`config.mk`:
```
export PLATFORM = sky130hd
export DESIGN_NAME = hwcfg_regs
export DESIGN_NICKNAME = d
export VERILOG_FILES = /design/src/hwcfg_pkg.sv /design/src/hwcfg_regs.sv /design/src/hwcfg_rstseq.sv
export VERILOG_INCLUDE_DIRS = /design/src
export SDC_FILE = /design/constraint.sdc
export NUM_CORES = 1
export LEC_CHECK = 0
export BUFFER_PORTS_ARGS = -buffer_cell sky130_fd_sc_hd__buf_2
export CAP_MARGIN = 10
export CORE_UTILIZATION = 30
export DETAILED_ROUTE_END_ITERATION = 8
export PLACE_DENSITY_LB_ADDON = 0.15
export REMOVE_ABC_BUFFERS = 1
export SETUP_SLACK_MARGIN = 0.02
export SYNTH_ARGS = -nofsm -noshare
export SYNTH_HDL_FRONTEND = slang
export SYNTH_HIERARCHICAL = 1
export SYNTH_SLANG_ARGS = --single-unit
```
`constraint.sdc`:
```
create_clock -name mclk -period 8.2 [get_ports mclk]
set_input_delay 0.82 -clock mclk [delete_from_list [all_inputs] [get_ports mclk]]
set_output_delay 0.82 -clock mclk [all_outputs]
set_load 0.01 [all_outputs]
```
`src/hwcfg_cfg.svh`:
```
// offsets, field positions, reset values and timing counts of the hardware configuration word
`ifndef HWCFG_CFG_SVH
`define HWCFG_CFG_SVH

// register placement on the bus
`define HWCFG_ADDR 12'h014
`define HWCFG_SIZE_WORD 3'h2

// field positions
`define HWCFG_BIT_FULL 0
`define HWCFG_BIT_BURST 1
`define HWCFG_BIT_PHYSEL 2
`define HWCFG_BIT_LITE 3
`define HWCFG_BIT_EESHORT 4
`define HWCFG_BIT_MULTI 5
`define HWCFG_BIT_DROP 6
`define HWCFG_BIT_MIIVIS 7
`define HWCFG_BIT_NOSTALL 8
`define HWCFG_RXOFF_LSB 9
`define HWCFG_RXOFF_MSB 10
`define HWCFG_BOOST_LSB 13
`define HWCFG_BOOST_MSB 14
`define HWCFG_BIT_DETACH 18

// reset values
`define HWCFG_RST_RXOFF 2'h0
`define HWCFG_RST_BOOST 2'h0
`define HWCFG_RST_BIT 1'h0

// timing
`define HWCFG_CLK_NS 8
`define HWCFG_EE_LONG_MS 30
`define HWCFG_EE_SHORT_NS 1280
`define HWCFG_EE_LONG_CYC ((`HWCFG_EE_LONG_MS * 1000000 + `HWCFG_CLK_NS - 1) / `HWCFG_CLK_NS)
`define HWCFG_EE_SHORT_CYC ((`HWCFG_EE_SHORT_NS + `HWCFG_CLK_NS - 1) / `HWCFG_CLK_NS)
`define HWCFG_EE_CNT_W 22
`define HWCFG_RST_HOLD_NS 1000
`define HWCFG_RST_HOLD_CYC ((`HWCFG_RST_HOLD_NS + `HWCFG_CLK_NS - 1) / `HWCFG_CLK_NS)

`endif

```
`src/hwcfg_pkg.sv`:
```
// types shared by the hardware configuration register and its reset sequencer
package hwcfg_pkg;

    // writable fields of the configuration word
    typedef struct packed {
        logic [1:0] boost;
        logic [1:0] rx_off;
        logic no_stall;
        logic mii_vis;
        logic drop_err;
        logic multi;
        logic ee_short;
        logic burst_en;
    } hwcfg_fields_t;

    // captured bus address phase
    typedef struct packed {
        logic valid;
        logic write;
        logic hit;
    } hwcfg_aph_t;

    // reset controls driven to the rest of the device
    typedef struct packed {
        logic datapath_rst;
        logic core_rst;
        logic ext_phy_rst_n;
        logic usb_phy_disc;
        logic ee_reload;
    } hwcfg_rstctl_t;

    // reset sequencer states
    typedef enum logic [3:0] {
        HWCFG_RS_IDLE = 4'h1,
        HWCFG_RS_LITE = 4'h2,
        HWCFG_RS_FULL = 4'h4,
        HWCFG_RS_LOAD = 4'h8
    } hwcfg_rs_t;

endpackage

```
`src/hwcfg_regs.sv`:
```
// hardware configuration register, low control fields, on an ahb-lite slave port
//
// Functional notes
// - rx offset field shifts receive data 0-3
// - sync loss stalls bulk-out unless no-stall set
// - internal phy visibility drives mii pins out
// - visibility ignored with external phy
// - visibility overrides gpio mode of mii pins
// - drop bit discards errored received frames
// - multi-frame bit allows packing transmit frames
// - usb receive always accepts several frames
// - eeprom timeout 30 ms or 1.28 us
// - lite reset bit starts sequence, self-clears
// - lite reset spares usb core, eeprom, phy
// - phy select reads strap, read-only
// - burst enable applies burst cap limit
// - full reset resets device and external phy
// - full reset reloads eeprom, disconnects, reconnects
// - usb or lite reset restores drive boost
// - detach flag set at reset after event
// - 32-bit register at offset 014h
//
// Our own choices: the register offsets and register access over AHB-Lite.
`timescale 1ns/1ns
`include "hwcfg_cfg.svh"

module hwcfg_regs import hwcfg_pkg::*; #(
    parameter int EE_LONG_CYC = `HWCFG_EE_LONG_CYC
) (
    input wire logic mclk,
    input wire logic nrst,
    input wire logic hsel,
    input wire logic [31:0] haddr,
    input wire logic [1:0] htrans,
    input wire logic hwrite,
    input wire logic [2:0] hsize,
    input wire logic [31:0] hwdata,
    input wire logic hready,
    output logic hreadyout,
    output logic hresp,
    output logic [31:0] hrdata,
    input wire logic phy_choice_strap,
    input wire logic detach_event_in,
    input wire logic usb_bus_reset,
    input wire logic tx_sync_lost,
    input wire logic rx_frame_done,
    input wire logic rx_frame_bad,
    input wire logic [7:0] gpio_cfg_mode,
    input wire logic ee_waiting,
    input wire logic ee_present,
    input wire logic ee_load_done,
    input wire logic [1:0] ee_boost_image,
    output logic [1:0] rx_payload_offset,
    output logic bulk_out_stall,
    output logic mii_grp_oe_n,
    output logic [7:0] pin_gpio_mode,
    output logic rx_frame_keep,
    output logic rx_frame_drop,
    output logic usb_tx_multi_frame,
    output logic usb_rx_multi_frame,
    output logic tx_burst_cap_on,
    output logic ee_timeout,
    output logic [1:0] hs_drive_boost,
    output logic datapath_rst,
    output logic core_rst,
    output logic ext_phy_rst_n,
    output logic usb_phy_disc,
    output logic ee_reload
);

    localparam logic [21:0] EE_SHORT_LIM = 22'(`HWCFG_EE_SHORT_CYC);
    localparam int EE_SHORT_A = `HWCFG_EE_SHORT_CYC;
    localparam logic [11:0] REG_ADDR = `HWCFG_ADDR; // byte address of the word
    localparam hwcfg_fields_t FIELDS_RST = '{
        boost: `HWCFG_RST_BOOST, rx_off: `HWCFG_RST_RXOFF, no_stall: `HWCFG_RST_BIT,
        mii_vis: `HWCFG_RST_BIT, drop_err: `HWCFG_RST_BIT, multi: `HWCFG_RST_BIT,
        ee_short: `HWCFG_RST_BIT, burst_en: `HWCFG_RST_BIT};

    ////////////////////////////////////////////////////////////////////////////////
    // helpers

    // word-sized access to the one register
    function automatic logic reg_hit(input logic [31:0] a, input logic [2:0] s);
        reg_hit = (a[11:2] == REG_ADDR[11:2]) && (s == `HWCFG_SIZE_WORD);
    endfunction

    // assemble the read word; reserved bits read zero
    function automatic logic [31:0] hw_word(input hwcfg_fields_t f, input logic det,
            input logic ps, input logic lb, input logic fb);
        logic [31:0] w;
        w = 32'h0000_0000;
        w[`HWCFG_BIT_DETACH] = det;
        w[`HWCFG_BOOST_MSB:`HWCFG_BOOST_LSB] = f.boost;
        w[`HWCFG_RXOFF_MSB:`HWCFG_RXOFF_LSB] = f.rx_off;
        w[`HWCFG_BIT_NOSTALL] = f.no_stall;
        w[`HWCFG_BIT_MIIVIS] = f.mii_vis;
        w[`HWCFG_BIT_DROP] = f.drop_err;
        w[`HWCFG_BIT_MULTI] = f.multi;
        w[`HWCFG_BIT_EESHORT] = f.ee_short;
        w[`HWCFG_BIT_LITE] = lb;
        w[`HWCFG_BIT_PHYSEL] = ps;
        w[`HWCFG_BIT_BURST] = f.burst_en;
        w[`HWCFG_BIT_FULL] = fb;
        hw_word = w;
    endfunction

    ////////////////////////////////////////////////////////////////////////////////
    // state

    hwcfg_aph_t aph_q, aph_d; // pending data phase
    logic [31:0] hrdata_q, hrdata_d; // read data
    hwcfg_fields_t fields_q, fields_d; // writable fields
    logic [1:0] img_q, img_d; // boost value last loaded from eeprom
    logic init_q, init_d; // strap and detach captured
    logic phy_choice_strap_q, phy_choice_strap_d; // 1 = external phy
    logic detach_q, detach_d; // detach event seen
    logic stall_q, stall_d; // bulk-out pipe stalled
    logic oe_n_q, oe_n_d; // mii group output enable, low drives
    logic [7:0] gmode_q, gmode_d; // gpio mode passed to pins
    logic keep_q, keep_d; // frame pass pulse
    logic drop_q, drop_d; // frame discard pulse
    logic multi_q, multi_d; // transmit packing allowed
    logic burst_q, burst_d; // burst cap in force
    logic [21:0] ee_cnt_q, ee_cnt_d; // cycles waited on eeprom
    logic ee_to_q, ee_to_d; // timeout pulse
    logic wr_en; // register write in data phase
    logic seq_idle; // no reset sequence running
    logic start_lite, start_full; // sequence starts
    logic mii_drive; // internal phy with visible mii
    logic [21:0] ee_lim; // selected timeout length
    logic lite_busy, full_busy; // sequencer status
    hwcfg_rstctl_t rstctl; // sequencer controls

    ////////////////////////////////////////////////////////////////////////////////
    // reset sequencer
    hwcfg_rstseq u_rstseq (
        .mclk(mclk),
        .nrst(nrst),
        .start_lite(start_lite),
        .start_full(start_full),
        .ee_done(ee_load_done | ee_to_q),
        .lite_busy(lite_busy),
        .full_busy(full_busy),
        .ctl(rstctl)
    );

    ////////////////////////////////////////////////////////////////////////////////
    // next values
    always_comb begin
        // bus address phase capture
        aph_d.valid = hsel && htrans[1] && hready;
        aph_d.write = hwrite;
        aph_d.hit = reg_hit(haddr, hsize);
        wr_en = aph_q.valid && aph_q.write && aph_q.hit;
        // starts only on a written 1 and only when idle; zeros do nothing
        seq_idle = !lite_busy && !full_busy;
        start_full = wr_en && hwdata[`HWCFG_BIT_FULL] && seq_idle;
        start_lite = wr_en && hwdata[`HWCFG_BIT_LITE] && seq_idle
            && !hwdata[`HWCFG_BIT_FULL];

        // writable fields
        fields_d = fields_q;
        if (wr_en) begin
            fields_d.boost = hwdata[`HWCFG_BOOST_MSB:`HWCFG_BOOST_LSB];
            fields_d.rx_off = hwdata[`HWCFG_RXOFF_MSB:`HWCFG_RXOFF_LSB];
            fields_d.no_stall = hwdata[`HWCFG_BIT_NOSTALL];
            fields_d.mii_vis = hwdata[`HWCFG_BIT_MIIVIS];
            fields_d.drop_err = hwdata[`HWCFG_BIT_DROP];
            fields_d.multi = hwdata[`HWCFG_BIT_MULTI];
            fields_d.ee_short = hwdata[`HWCFG_BIT_EESHORT];
            fields_d.burst_en = hwdata[`HWCFG_BIT_BURST];
        end
        // full reset returns every field to default except boost, which takes the loaded image
        if (start_full) begin
            fields_d = FIELDS_RST;
            fields_d.boost = img_q;
        end
        // usb bus reset or lite reset restores the loaded boost
        if (usb_bus_reset || start_lite) begin
            fields_d.boost = img_q;
        end
        // a fresh eeprom load sets both image and field
        img_d = img_q;
        if (ee_load_done) begin
            img_d = ee_present ? ee_boost_image : `HWCFG_RST_BOOST;
            fields_d.boost = img_d;
        end

        // strap and detach event taken once after reset release
        init_d = 1'b1;
        phy_choice_strap_d = init_q ? phy_choice_strap_q : phy_choice_strap;
        detach_d = init_q ? detach_q : detach_event_in;
        if (init_q && wr_en && hwdata[`HWCFG_BIT_DETACH]) begin
            detach_d = 1'b0; // write one to clear
        end

        // stall: a new loss of sync beats the reset clear
        stall_d = (stall_q && !rstctl.datapath_rst)
            || (tx_sync_lost && !fields_q.no_stall);

        // pin direction and gpio override
        mii_drive = !phy_choice_strap_q && fields_q.mii_vis;
        oe_n_d = !mii_drive;
        gmode_d = mii_drive ? 8'h00 : gpio_cfg_mode;

        // receive frame disposal
        keep_d = rx_frame_done && !(rx_frame_bad && fields_q.drop_err);
        drop_d = rx_frame_done && rx_frame_bad && fields_q.drop_err;

        // transmit packing and burst limit
        multi_d = fields_q.multi;
        burst_d = fields_q.burst_en;

        // eeprom timeout counter, saturates so the pulse fires once per wait
        ee_lim = fields_q.ee_short ? EE_SHORT_LIM : 22'(EE_LONG_CYC);
        ee_cnt_d = 22'h00_0000;
        if (ee_waiting) begin
            ee_cnt_d = (ee_cnt_q >= ee_lim) ? ee_cnt_q : ee_cnt_q + 22'h00_0001;
        end
        ee_to_d = ee_waiting && (ee_cnt_q == ee_lim - 22'h00_0001);

        // read data built from next values so a write just done is seen
        hrdata_d = 32'h0000_0000;
        if (aph_d.valid && !hwrite && aph_d.hit) begin
            hrdata_d = hw_word(fields_d, detach_d, phy_choice_strap_d, lite_busy || start_lite,
                full_busy || start_full);
        end
    end

    ////////////////////////////////////////////////////////////////////////////////
    // registers
    always_ff @(posedge mclk or negedge nrst) begin
        if (!nrst) begin
            aph_q <= '0;
            hrdata_q <= 32'h0000_0000;
            fields_q <= FIELDS_RST;
            img_q <= `HWCFG_RST_BOOST;
            init_q <= 1'b0;
            phy_choice_strap_q <= 1'b0;
            detach_q <= 1'b0;
            stall_q <= 1'b0;
            oe_n_q <= 1'b1;
            gmode_q <= 8'h00;
            keep_q <= 1'b0;
            drop_q <= 1'b0;
            multi_q <= 1'b0;
            burst_q <= 1'b0;
            ee_cnt_q <= 22'h00_0000;
            ee_to_q <= 1'b0;
        end else begin
            aph_q <= aph_d;
            hrdata_q <= hrdata_d;
            fields_q <= fields_d;
            img_q <= img_d;
            init_q <= init_d;
            phy_choice_strap_q <= phy_choice_strap_d;
            detach_q <= detach_d;
            stall_q <= stall_d;
            oe_n_q <= oe_n_d;
            gmode_q <= gmode_d;
            keep_q <= keep_d;
            drop_q <= drop_d;
            multi_q <= multi_d;
            burst_q <= burst_d;
            ee_cnt_q <= ee_cnt_d;
            ee_to_q <= ee_to_d;
        end
    end

    ////////////////////////////////////////////////////////////////////////////////
    // outputs; slave never waits and never errors
    assign hreadyout = 1'b1;
    assign hresp = 1'b0;
    assign hrdata = hrdata_q;
    assign rx_payload_offset = fields_q.rx_off;
    assign bulk_out_stall = stall_q;
    assign mii_grp_oe_n = oe_n_q;
    assign pin_gpio_mode = gmode_q;
    assign rx_frame_keep = keep_q;
    assign rx_frame_drop = drop_q;
    assign usb_tx_multi_frame = multi_q;
    assign usb_rx_multi_frame = 1'b1;
    assign tx_burst_cap_on = burst_q;
    assign ee_timeout = ee_to_q;
    assign hs_drive_boost = fields_q.boost;
    assign datapath_rst = rstctl.datapath_rst;
    assign core_rst = rstctl.core_rst;
    assign ext_phy_rst_n = rstctl.ext_phy_rst_n;
    assign usb_phy_disc = rstctl.usb_phy_disc;
    assign ee_reload = rstctl.ee_reload;

    ////////////////////////////////////////////////////////////////////////////////
    // checks
    AST_STALL_ON_LOSS: assert property (@(posedge mclk) disable iff (!nrst)
        tx_sync_lost && !fields_q.no_stall |=> bulk_out_stall)
        else $error("sync loss did not stall bulk-out");
    AST_STALL_CAUSE: assert property (@(posedge mclk) disable iff (!nrst)
        $rose(bulk_out_stall) |-> $past(tx_sync_lost) && !$past(fields_q.no_stall))
        else $error("bulk-out stalled without cause");
    AST_EXT_PHY_IN: assert property (@(posedge mclk) disable iff (!nrst)
        init_q && phy_choice_strap_q |=> mii_grp_oe_n)
        else $error("mii pins driven with external phy");
    AST_MII_DRIVE: assert property (@(posedge mclk) disable iff (!nrst)
        init_q && !phy_choice_strap_q && fields_q.mii_vis |=> !mii_grp_oe_n)
        else $error("mii pins not driven when visible");
    AST_GPIO_LOCK: assert property (@(posedge mclk) disable iff (!nrst)
        !mii_grp_oe_n |-> pin_gpio_mode == 8'h00)
        else $error("gpio mode reached mii pins");
    AST_DROP: assert property (@(posedge mclk) disable iff (!nrst)
        rx_frame_done && rx_frame_bad && fields_q.drop_err |=> rx_frame_drop && !rx_frame_keep)
        else $error("errored frame not discarded");
    AST_EE_SHORT: assert property (@(posedge mclk) disable iff (!nrst)
        ee_timeout && $past(fields_q.ee_short) |-> $past(ee_waiting, EE_SHORT_A))
        else $error("short eeprom timeout fired early");
    AST_STRAP: assert property (@(posedge mclk) disable iff (!nrst)
        init_q && !$past(init_q) |-> phy_choice_strap_q == $past(phy_choice_strap))
        else $error("phy select not taken from strap");
    AST_BOOST_RESTORE: assert property (@(posedge mclk) disable iff (!nrst)
        usb_bus_reset && !ee_load_done |=> hs_drive_boost == $past(img_q))
        else $error("drive boost not restored");
    AST_READ_SEL: assert property (@(posedge mclk) disable iff (!nrst)
        aph_q.valid && !aph_q.write && aph_q.hit && $stable(phy_choice_strap_q)
        |-> hrdata[`HWCFG_BIT_PHYSEL] == phy_choice_strap_q)
        else $error("register read lost phy select");

endmodule // hwcfg_regs

```
`src/hwcfg_rstseq.sv`:
```
// soft reset sequencer: lite and full reset sequences
`timescale 1ns/1ns
`include "hwcfg_cfg.svh"

module hwcfg_rstseq import hwcfg_pkg::*; (
    input wire logic mclk,
    input wire logic nrst,
    input wire logic start_lite,
    input wire logic start_full,
    input wire logic ee_done,
    output logic lite_busy,
    output logic full_busy,
    output hwcfg_rstctl_t ctl
);

    localparam logic [7:0] HOLD_CYC = 8'(`HWCFG_RST_HOLD_CYC);

    hwcfg_rs_t state_q, state_d; // sequence state
    logic [7:0] cnt_q, cnt_d; // hold counter
    logic reload_q, reload_d; // one-cycle reload request

    ////////////////////////////////////////////////////////////////////////////////
    // next state
    always_comb begin
        state_d = state_q;
        cnt_d = cnt_q;
        reload_d = 1'b0;
        unique case (state_q)
            HWCFG_RS_IDLE: begin
                // full wins when both arrive together
                if (start_full) begin
                    state_d = HWCFG_RS_FULL;
                    cnt_d = 8'h00;
                end else if (start_lite) begin
                    state_d = HWCFG_RS_LITE;
                    cnt_d = 8'h00;
                end
            end
            HWCFG_RS_LITE: begin
                cnt_d = cnt_q + 8'h01;
                if (cnt_q == HOLD_CYC - 8'h01) begin
                    state_d = HWCFG_RS_IDLE;
                end
            end
            HWCFG_RS_FULL: begin
                cnt_d = cnt_q + 8'h01;
                if (cnt_q == HOLD_CYC - 8'h01) begin
                    state_d = HWCFG_RS_LOAD;
                    reload_d = 1'b1;
                end
            end
            HWCFG_RS_LOAD: begin
                // stay disconnected until the image is back
                if (ee_done) begin
                    state_d = HWCFG_RS_IDLE;
                end
            end
            default: begin
                state_d = HWCFG_RS_IDLE;
            end
        endcase
    end

    // registers
    always_ff @(posedge mclk or negedge nrst) begin
        if (!nrst) begin
            state_q <= HWCFG_RS_IDLE;
            cnt_q <= 8'h00;
            reload_q <= 1'b0;
        end else begin
            state_q <= state_d;
            cnt_q <= cnt_d;
            reload_q <= reload_d;
        end
    end

    ////////////////////////////////////////////////////////////////////////////////
    // decoded controls; lite touches only the data path
    assign lite_busy = (state_q == HWCFG_RS_LITE);
    assign full_busy = (state_q == HWCFG_RS_FULL) || (state_q == HWCFG_RS_LOAD);
    assign ctl.datapath_rst = (state_q != HWCFG_RS_IDLE);
    assign ctl.core_rst = (state_q == HWCFG_RS_FULL);
    assign ctl.ext_phy_rst_n = (state_q != HWCFG_RS_FULL);
    assign ctl.usb_phy_disc = full_busy;
    assign ctl.ee_reload = reload_q;

    ////////////////////////////////////////////////////////////////////////////////
    // checks
    AST_LITE_SELF_CLEAR: assert property (@(posedge mclk) disable iff (!nrst)
        (state_q == HWCFG_RS_IDLE) && start_lite && !start_full
        |=> lite_busy ##[1:200] !lite_busy)
        else $error("lite reset bit did not clear");
    AST_LITE_KEEPS_USB: assert property (@(posedge mclk) disable iff (!nrst)
        lite_busy |-> !ctl.core_rst && !ctl.usb_phy_disc && !ctl.ee_reload)
        else $error("lite reset touched usb core or eeprom");
    AST_FULL_DISC: assert property (@(posedge mclk) disable iff (!nrst)
        (state_q == HWCFG_RS_IDLE) && start_full
        |=> (ctl.usb_phy_disc && !ctl.ext_phy_rst_n) [*8])
        else $error("full reset did not disconnect and reset phy");

endmodule // hwcfg_rstseq

```
==> key figures, run 1 <==
Outcome
  • Status: complete, no violations

Logic synthesis
  • Cells after synthesis: 417
  • Number of synthesized flops with an enable pin: 0
  • Distinct cells, synth: slightly below 60
  • Yosys top cell by area: dfrtp_1
  • Synth top area share: a little under half
  • Async SR Flop Fraction: 100%
  • Top_reg_cell synth: dfrtp_1
  • Synth top area cells: dfrtp_1, buf_4, ha_1
  • Register area share after synthesis: around half
  • Synth Register Bits: just over 80
  • Mapped cell area: roughly 4200 µm²
  • Synthesized area per cell: 10.1 µm²
  • Ys Warns: 6

Critical path
  • Max stage delay on crit path: 0.59 ns
  • Critical-path maximum fanout: 21
  • Critical path, cell by cell: inv_1, ha_1, and4_1, and4b_4, a2111oi_4, nand2_2, or4_1, a21oi_1
  • Worst path slowest cell: a2111oi_4
  • Crit path buf inv count: 1
  • Crit-path leading delay family: simple AND/OR/NAND/NOR gates
  • Crit. path cell count: 8
  • CP Capture Type: flip-flop
  • Start point of the critical path: fields_q[1]
  • Crit start category: flip-flop
  • Worst R2R Setup Slack: 4.96 ns
  • Worst EP required: around 8.5 ns
  • Worst r2r src: fields_q[1]
  • WS Path Type: reg2reg
  • Worst setup path endpoint: ee_cnt_q[9]
  • R2R cell count: 8
  • Critical Path AT: between 3 and 4 ns
  • R2r endpoint: ee_cnt_q[9]

Clocking
  • Sink Count: slightly above 80
  • Worst skew pair latency: about 0.34 ns
  • Post-CTS Resized: 0
  • CTS buffer count: 9
  • Hold_buf cts: 0
  • CTS tree: yes
  • Setup Fix Bufs, Post-CTS: 0
  • CTS H-tree lvls: 3
  • CTS max path bufs: 2
  • CTS root buf: clkbuf_16
  • Clk slew on worst S/H paths: roughly 0.070 ns

Cells and area
  • Reg area: 2050 µm²
  • Post-Route Utilization: a little under two fifths
  • Layout cells sized above 1: between 20% and 30%
  • Diodes inserted: 0
  • Area Growth Syn to Fin: 18.2%
  • Filler cell count: ~1400
  • Nets: 601
  • Multi-input logic area: roughly 1800 µm²

STA
  • Final WS setup: roughly 5.0 ns
  • Clock skew: roughly 0.0086 ns
  • Fmax: between 0.3 and 0.4 GHz
  • Final setup TNS: 0 ns
  • # setup viols final: 0
  • Max_slew headroom: 30.9%
  • RSZ-0062 raised after global routing: no
  • Hold WS: roughly 0.38 ns
  • Final Hold Viols: 0
  • Min Clock Period, post-route: between 3 and 4 ns
  • Measured slew at the worst slew-check pin: between 1 and 1.5 ns
  • Period utilisation layout: between 30% and 40%
  • Fin. max-slew vios: 0

Power and ir drop
  • Leakage: about 2.4 nW
  • Worst vdd ir: roughly 0.084 mV
  • PD cells: between 150 and 200 nW/µm²

Floorplan
  • Row count: 42
  • Die H: approximately 120 µm
  • I/O pin cnt: around 150
  • DIE WIDTH: approximately 120 µm
  • Die area: 14400 µm²
  • Starting Density: between 30 and 40%
  • CORE AREA: approximately 13000 µm²

Min path
  • Hold Path Class: reg2reg
  • Hold Crit Start: burst_d

Placed design
  • Placer Congestion: slightly above 0.7
  • Post-Place Setup Slack: between 4 and 5 ns
  • Port Buffers: between 80 and 90
  • HPWL Detailed: 6630 µm

Drt
  • Starting DRT DRC Count: 177
  • Post-DRT Antenna Nets: 0
  • DRC Markers: 0
  • Via count: around 3200
  • DRT Wirelength: around 9300 µm
  • Drt via density: approximately 4.8
  • Routed length per instance: around 14 µm
  • DRT Pass-1 Iters: 5

GRT
  • Vias in the first global route: a little under 3000
  • Largest net degree at the start of global routing: 83
  • Initial antenna violation count: 0
  • GRT Total Usage: 13.5%
  • Gr ovfl total: 0
  • First-pass GRT wire length: around 15000 µm

Run
  • Max-cap violations: 0
area by class of cell:
type                            count  share of cell area [%]
Clock inverter                      6                    1.46
Timing Repair Buffer               89                    9.09
Tap cell                          176                    4.44
Multi-Input combinational cell    293                    37.3
Clock buffer                       10                    4.82
Sequential cell                    82                    41.5
Inverter                           19                    1.44
worst reg2reg max path, delay by kind of cell, from the launching register on:
| kind | cells | cell delay [ns] |
|---|---|---|
| AO/OA/AOI/OAI | 2 | 0.74 |
| adder cells (fa/ha/maj) | 1 | 0.31 |
| buffers and inverters | 1 | 0.15 |
| flip-flops | 1 | 0.56 |
| AND/OR/NAND/NOR | 4 | 1.38 |
cell usage after synthesis (6+ instances only):
| cell | count |
|---|---|
| inv_1 | 18 |
| nand4_1 | 7 |
| nor2_1 | 21 |
| nand2b_1 | 6 |
| nand3_1 | 21 |
| xnor2_1 | 8 |
| nor3_1 | 10 |
| and3_1 | 8 |
| clkbuf_1 | 8 |
| o21ai_0 | 17 |
| nand2_1 | 33 |
| buf_4 | 28 |
| o31ai_1 | 6 |
| or3_1 | 9 |
| ha_1 | 14 |
| and2_1 | 21 |
| dfrtp_1 | 80 |
| nor4_1 | 6 |
| a21oi_1 | 19 |
worst min-delay path by stage:
stage / endpoint / slack (ns) / depth (start not counted)
after CTS: tx_burst_cap_on / 0.38 / 0
final: tx_burst_cap_on / 0.38 / 0
after global placement: tx_burst_cap_on / 0.36 / 0
after floorplan: tx_burst_cap_on / 0.35 / 0
after global routing: tx_burst_cap_on / 0.40 / 0
after detailed placement: tx_burst_cap_on / 0.36 / 0
cells in the final DEF (no fill, tap or decap), types with 4 or more instances in the layout:
cell,Yosys,layout
a21oi_1,19,19
a22o_1,4,4
and2_1,21,21
and3_1,8,8
buf_2,4,87
clkbuf_16,0,9
conb_1,2,22
dfrtp_1,80,80
ha_1,14,14
inv_1,18,18
nand2_1,33,33
nand2b_1,6,6
nand3_1,21,21
nand4_1,7,7
nor2_1,21,21
nor3_1,10,10
nor4_1,6,6
o21ai_0,17,17
o31ai_1,6,6
or2_2,4,4
or3_1,9,9
or4_1,4,4
xnor2_1,8,8
xor2_1,4,4
kinds of logic after synthesis:
family	share of synthesized area, %
AO/OA/AOI/OAI	12.1
XOR/XNOR	2.51
adder cells (fa/ha/maj)	4.18
buffers and inverters	8.72
flip-flops	49.0
multiplexers	1.25
other	0.179
AND/OR/NAND/NOR	22.1
registers in the layout, summed over array words and instances, names as in the netlist, 2 cells and up:
signal and flops:
u_rstseq/cnt_q 8, fields_q 4, img_q 2, pin_gpio_mode 8, rx_payload_offset 2, hs_drive_boost 2, hrdata 14, aph_q 3
ee_cnt_q 22, u_rstseq/state_q 4
per-stage QoR:
stage | instances | total power (W) | area, µm²
2_1_floorplan | 394 | 0.000445 | 3970
3_3_place_gp | 659 | 0.000475 | 4640
3_5_place_dp | 659 | 0.000476 | 4640
4_1_cts | 675 | 0.000903 | 4950
5_1_grt | 675 | 0.000928 | 4950
6_report | 675 | 0.000889 | 4950
where the power goes:
part / internal, W / switching [W] / leakage, nW
logic: 0.0000192 / 0.0000304 / 1.18
registers: 0.000413 / 0.00000384 / 1.06
clock network: 0.000248 / 0.000174 / 0.150
routing by layer:
| metal | wire length [µm] | global-route usage (%) | part of all wire, % | vias to the layer above |
|---|---|---|---|---|
| met1 | 4560 | 18.9 | 49 | 1541 |
| met5 | 0 | 0 | 0 | - |
| met4 | 182 | 6.56 | 2.0 | 0 |
| met3 | 474 | 2.45 | 5.1 | 13 |
| li1 | - | - | - | 1577 |
| met2 | 4060 | 20.0 | 44 | 94 |
No activity file was read; power rests on OpenSTA's default activity.
==> run 2, diff against run 1 <==
==> constraint.sdc (replaced) <==
create_clock -name mclk -period 3 [get_ports mclk]
set_input_delay 0.3 -clock mclk [delete_from_list [all_inputs] [get_ports mclk]]
set_output_delay 0.3 -clock mclk [all_outputs]
set_load 0.01 [all_outputs]
==> key figures, run 2 (same netlist as run 1, synthesis figures left out) <==
Critical path
  • Worst path slowest cell: a2111oi_4
  • Critical Path AT: 2.94 ns (-0.55 ns)
  • Critical-path maximum fanout: 11 (-48%)
  • Crit start category: flip-flop
  • Max stage delay on crit path: 0.44 ns (-0.15 ns)
  • Crit-path leading delay family: compound AO/OA/AOI/OAI gates
  • WS Path Type: reg2reg
  • Critical path, cell by cell: buf_4, ha_1, and4_1, and4b_4, a2111oi_4, nand2_2, buf_4, o311ai_0, o41ai_1
  • Crit path buf inv count: 2 (+1)
  • Worst EP required: 3.21 ns (-5.24 ns)
  • CP Capture Type: flip-flop
  • Cell mode on critical path: buf_4

STA
  • Period utilisation layout: 91.1% (+52 points)
  • Min Clock Period, post-route: 2.73 ns (-0.502 ns)
  • Hold WS: 0.0879 ns (-0.288 ns)
  • Final WS setup: 0.267 ns (-4.70 ns)
  • Final setup TNS: 0 ns (unchanged)
  • Max_slew headroom: 30.6% (-0.29 points)
  • Fmax: 0.366 GHz (+18%)
  • Clock skew: 0.00778 ns (-0.000813 ns)
  • RSZ-0062 raised after global routing: no
  • # setup viols final: 0 (unchanged)
  • Fin. max-slew vios: 0 (unchanged)
  • Final Hold Viols: 0 (unchanged)
  • Measured slew at the worst slew-check pin: 1.04 ns (+0.00434 ns)

Drt
  • Routed length per instance: 13.6 µm (-0.69%)
  • Post-DRT Antenna Nets: 0 (unchanged)
  • DRC Markers: 0 (unchanged)
  • DRT Wirelength: 9330 µm (+0.64%)
  • Drt via density: 4.66 (-2.4%)
  • Via count: 3190 (-1.1%)
  • Starting DRT DRC Count: 182 (+2.8%)
  • DRT Pass-1 Iters: 4 (-1)

Cells and area
  • Most common cell after layout, fill and taps aside: buf_2
  • Diodes inserted: 0 (unchanged)
  • Largest register FFs: 22 (unchanged)
  • Most frequent cells in the layout: buf_2, dfrtp_1, nand2_1
  • Area Growth Syn to Fin: 19.6%
  • Biggest register: ee_cnt_q
  • Final std cells w/o fill: 684 (+1.3%)
  • Nets: 610 (+1.5%)
  • Layout cells sized above 1: 25.2% (+1.3 points)

Floorplan
  • Die area: 14400 µm² (unchanged)
  • Die H: 120 µm (unchanged)
  • DIE WIDTH: 120 µm (unchanged)
  • CORE AREA: 13500 µm² (unchanged)
  • Starting Density: 31.2% (unchanged)
  • Row count: 42 (unchanged)
  • I/O pin cnt: 152 (unchanged)

GRT
  • Vias in the first global route: 2917 (-2.1%)
  • Gr ovfl total: 0 (unchanged)
  • Initial antenna violation count: 0 (unchanged)
  • GRT Total Usage: 13.3% (-0.17 points)
  • Largest net degree at the start of global routing: 83 (unchanged)
  • First-pass GRT wire length: 15000 µm (-1.4%)

Clocking
  • Sink Count: 82 (unchanged)
  • Worst skew pair latency: 0.34 ns (about the same)
  • CTS buffer count: 9 (unchanged)
  • Clk slew on worst S/H paths: 0.06 ns (about the same)
  • CTS tree: yes
  • CTS root buf: clkbuf_16
  • Post-CTS Resized: 0 (unchanged)
  • Hold_buf cts: 0 (unchanged)
  • Setup Fix Bufs, Post-CTS: 0 (unchanged)
  • CTS H-tree lvls: 3 (unchanged)
  • CTS max path bufs: 2 (unchanged)

Power and ir drop
  • Overall power: 0.00240 W (+170%)
  • Worst vdd ir: 0.255 mV (+210%)
  • PD cells: 479 nW/µm² (+170%)
  • Leakage: 2.42 nW (+1.4%)

Placed design
  • Placer Congestion: 0.721 (+1.0%)
  • Dpl cells: 668 (+1.4%)
  • Post-Place Setup Slack: 0.289 ns (-4.57 ns)
  • Port Buffers: 88 (unchanged)
  • HPWL Detailed: 6740 µm (+1.6%)

Outcome
  • Status: complete, no violations

Min path
  • Hold Path Class: in2reg

Run
  • Max-cap violations: 0 (unchanged)
==> run 2: changes by cell type in the layout (fill, tap and decap cells not counted) <==
cell | before | now
buf_4 | 2 | 11
clkinv_4 | 2 | 0
clkinvlp_4 | 1 | 3
clkbuf_8 | 1 | 0
clkinv_2 | 0 | 1
inv_6 | 2 | 1
inv_8 | 0 | 1
==> run 2: power by group <==
| group | switching (W) | total (W) | internal (W) |
|---|---|---|---|
| clock | 0.000470 | 0.00112 | 0.000652 |
| combinational | 0.0000836 | 0.000137 | 0.0000537 |
| sequential | 0.0000104 | 0.00114 | 0.00113 |
==> run 2: worst reg2reg max path: cells and delay by family, from the launching register on <==
family                     cells  cell delay (ns)
and+or+nand+nor                3             0.66
adders and majority gates      1             0.27
AOI/OAI and AO/OA              3             0.90
buffers and inverters          2             0.39
DFF                            1             0.38
==> run 2: layer usage <==
metal	part of all wire, %	GRT usage [%]	vias to the layer above
li1	-	-	1589
met1	49	18.9	1504
met2	44	19.5	85
met3	5.2	2.59	12
met4	1.7	6.02	0
met5	0	0	-
==> run 2: stage by stage <==
step | cell area [µm²] | util (%)
2_1_floorplan | 3970 | -
3_3_place_gp | 4710 | 35.0
3_5_place_dp | 4710 | 35.0
4_1_cts | 5010 | 37.3
5_1_grt | 5010 | 37.3
6_report | 5010 | 37.3
==> run 2: worst paths after layout <==
check,from,endpoint,slack [ns],depth (start not counted)
max in group asynchronous,nrst,ee_cnt_q[16],2.18,1
hold reg to reg,multi_d,usb_tx_multi_frame,0.38,0
setup / recovery,fields_q[1],ee_cnt_q[15],0.27,9
hold / removal,hwrite,aph_q[1],0.09,1
min in group asynchronous,nrst,u_rstseq/state_q[1],0.14,1
setup reg to reg,fields_q[1],ee_cnt_q[15],0.27,9
==> run 2: cell type report <==
type | count | area [µm²]
clock inverters | 7 | 77.6
multi-input cells | 293 | 1850
flip-flops and latches | 82 | 2050
clock buffers | 9 | 225
well taps | 176 | 220
fillers | 1389 | 8440
inverters | 19 | 71.3
repair buffers | 98 | 518
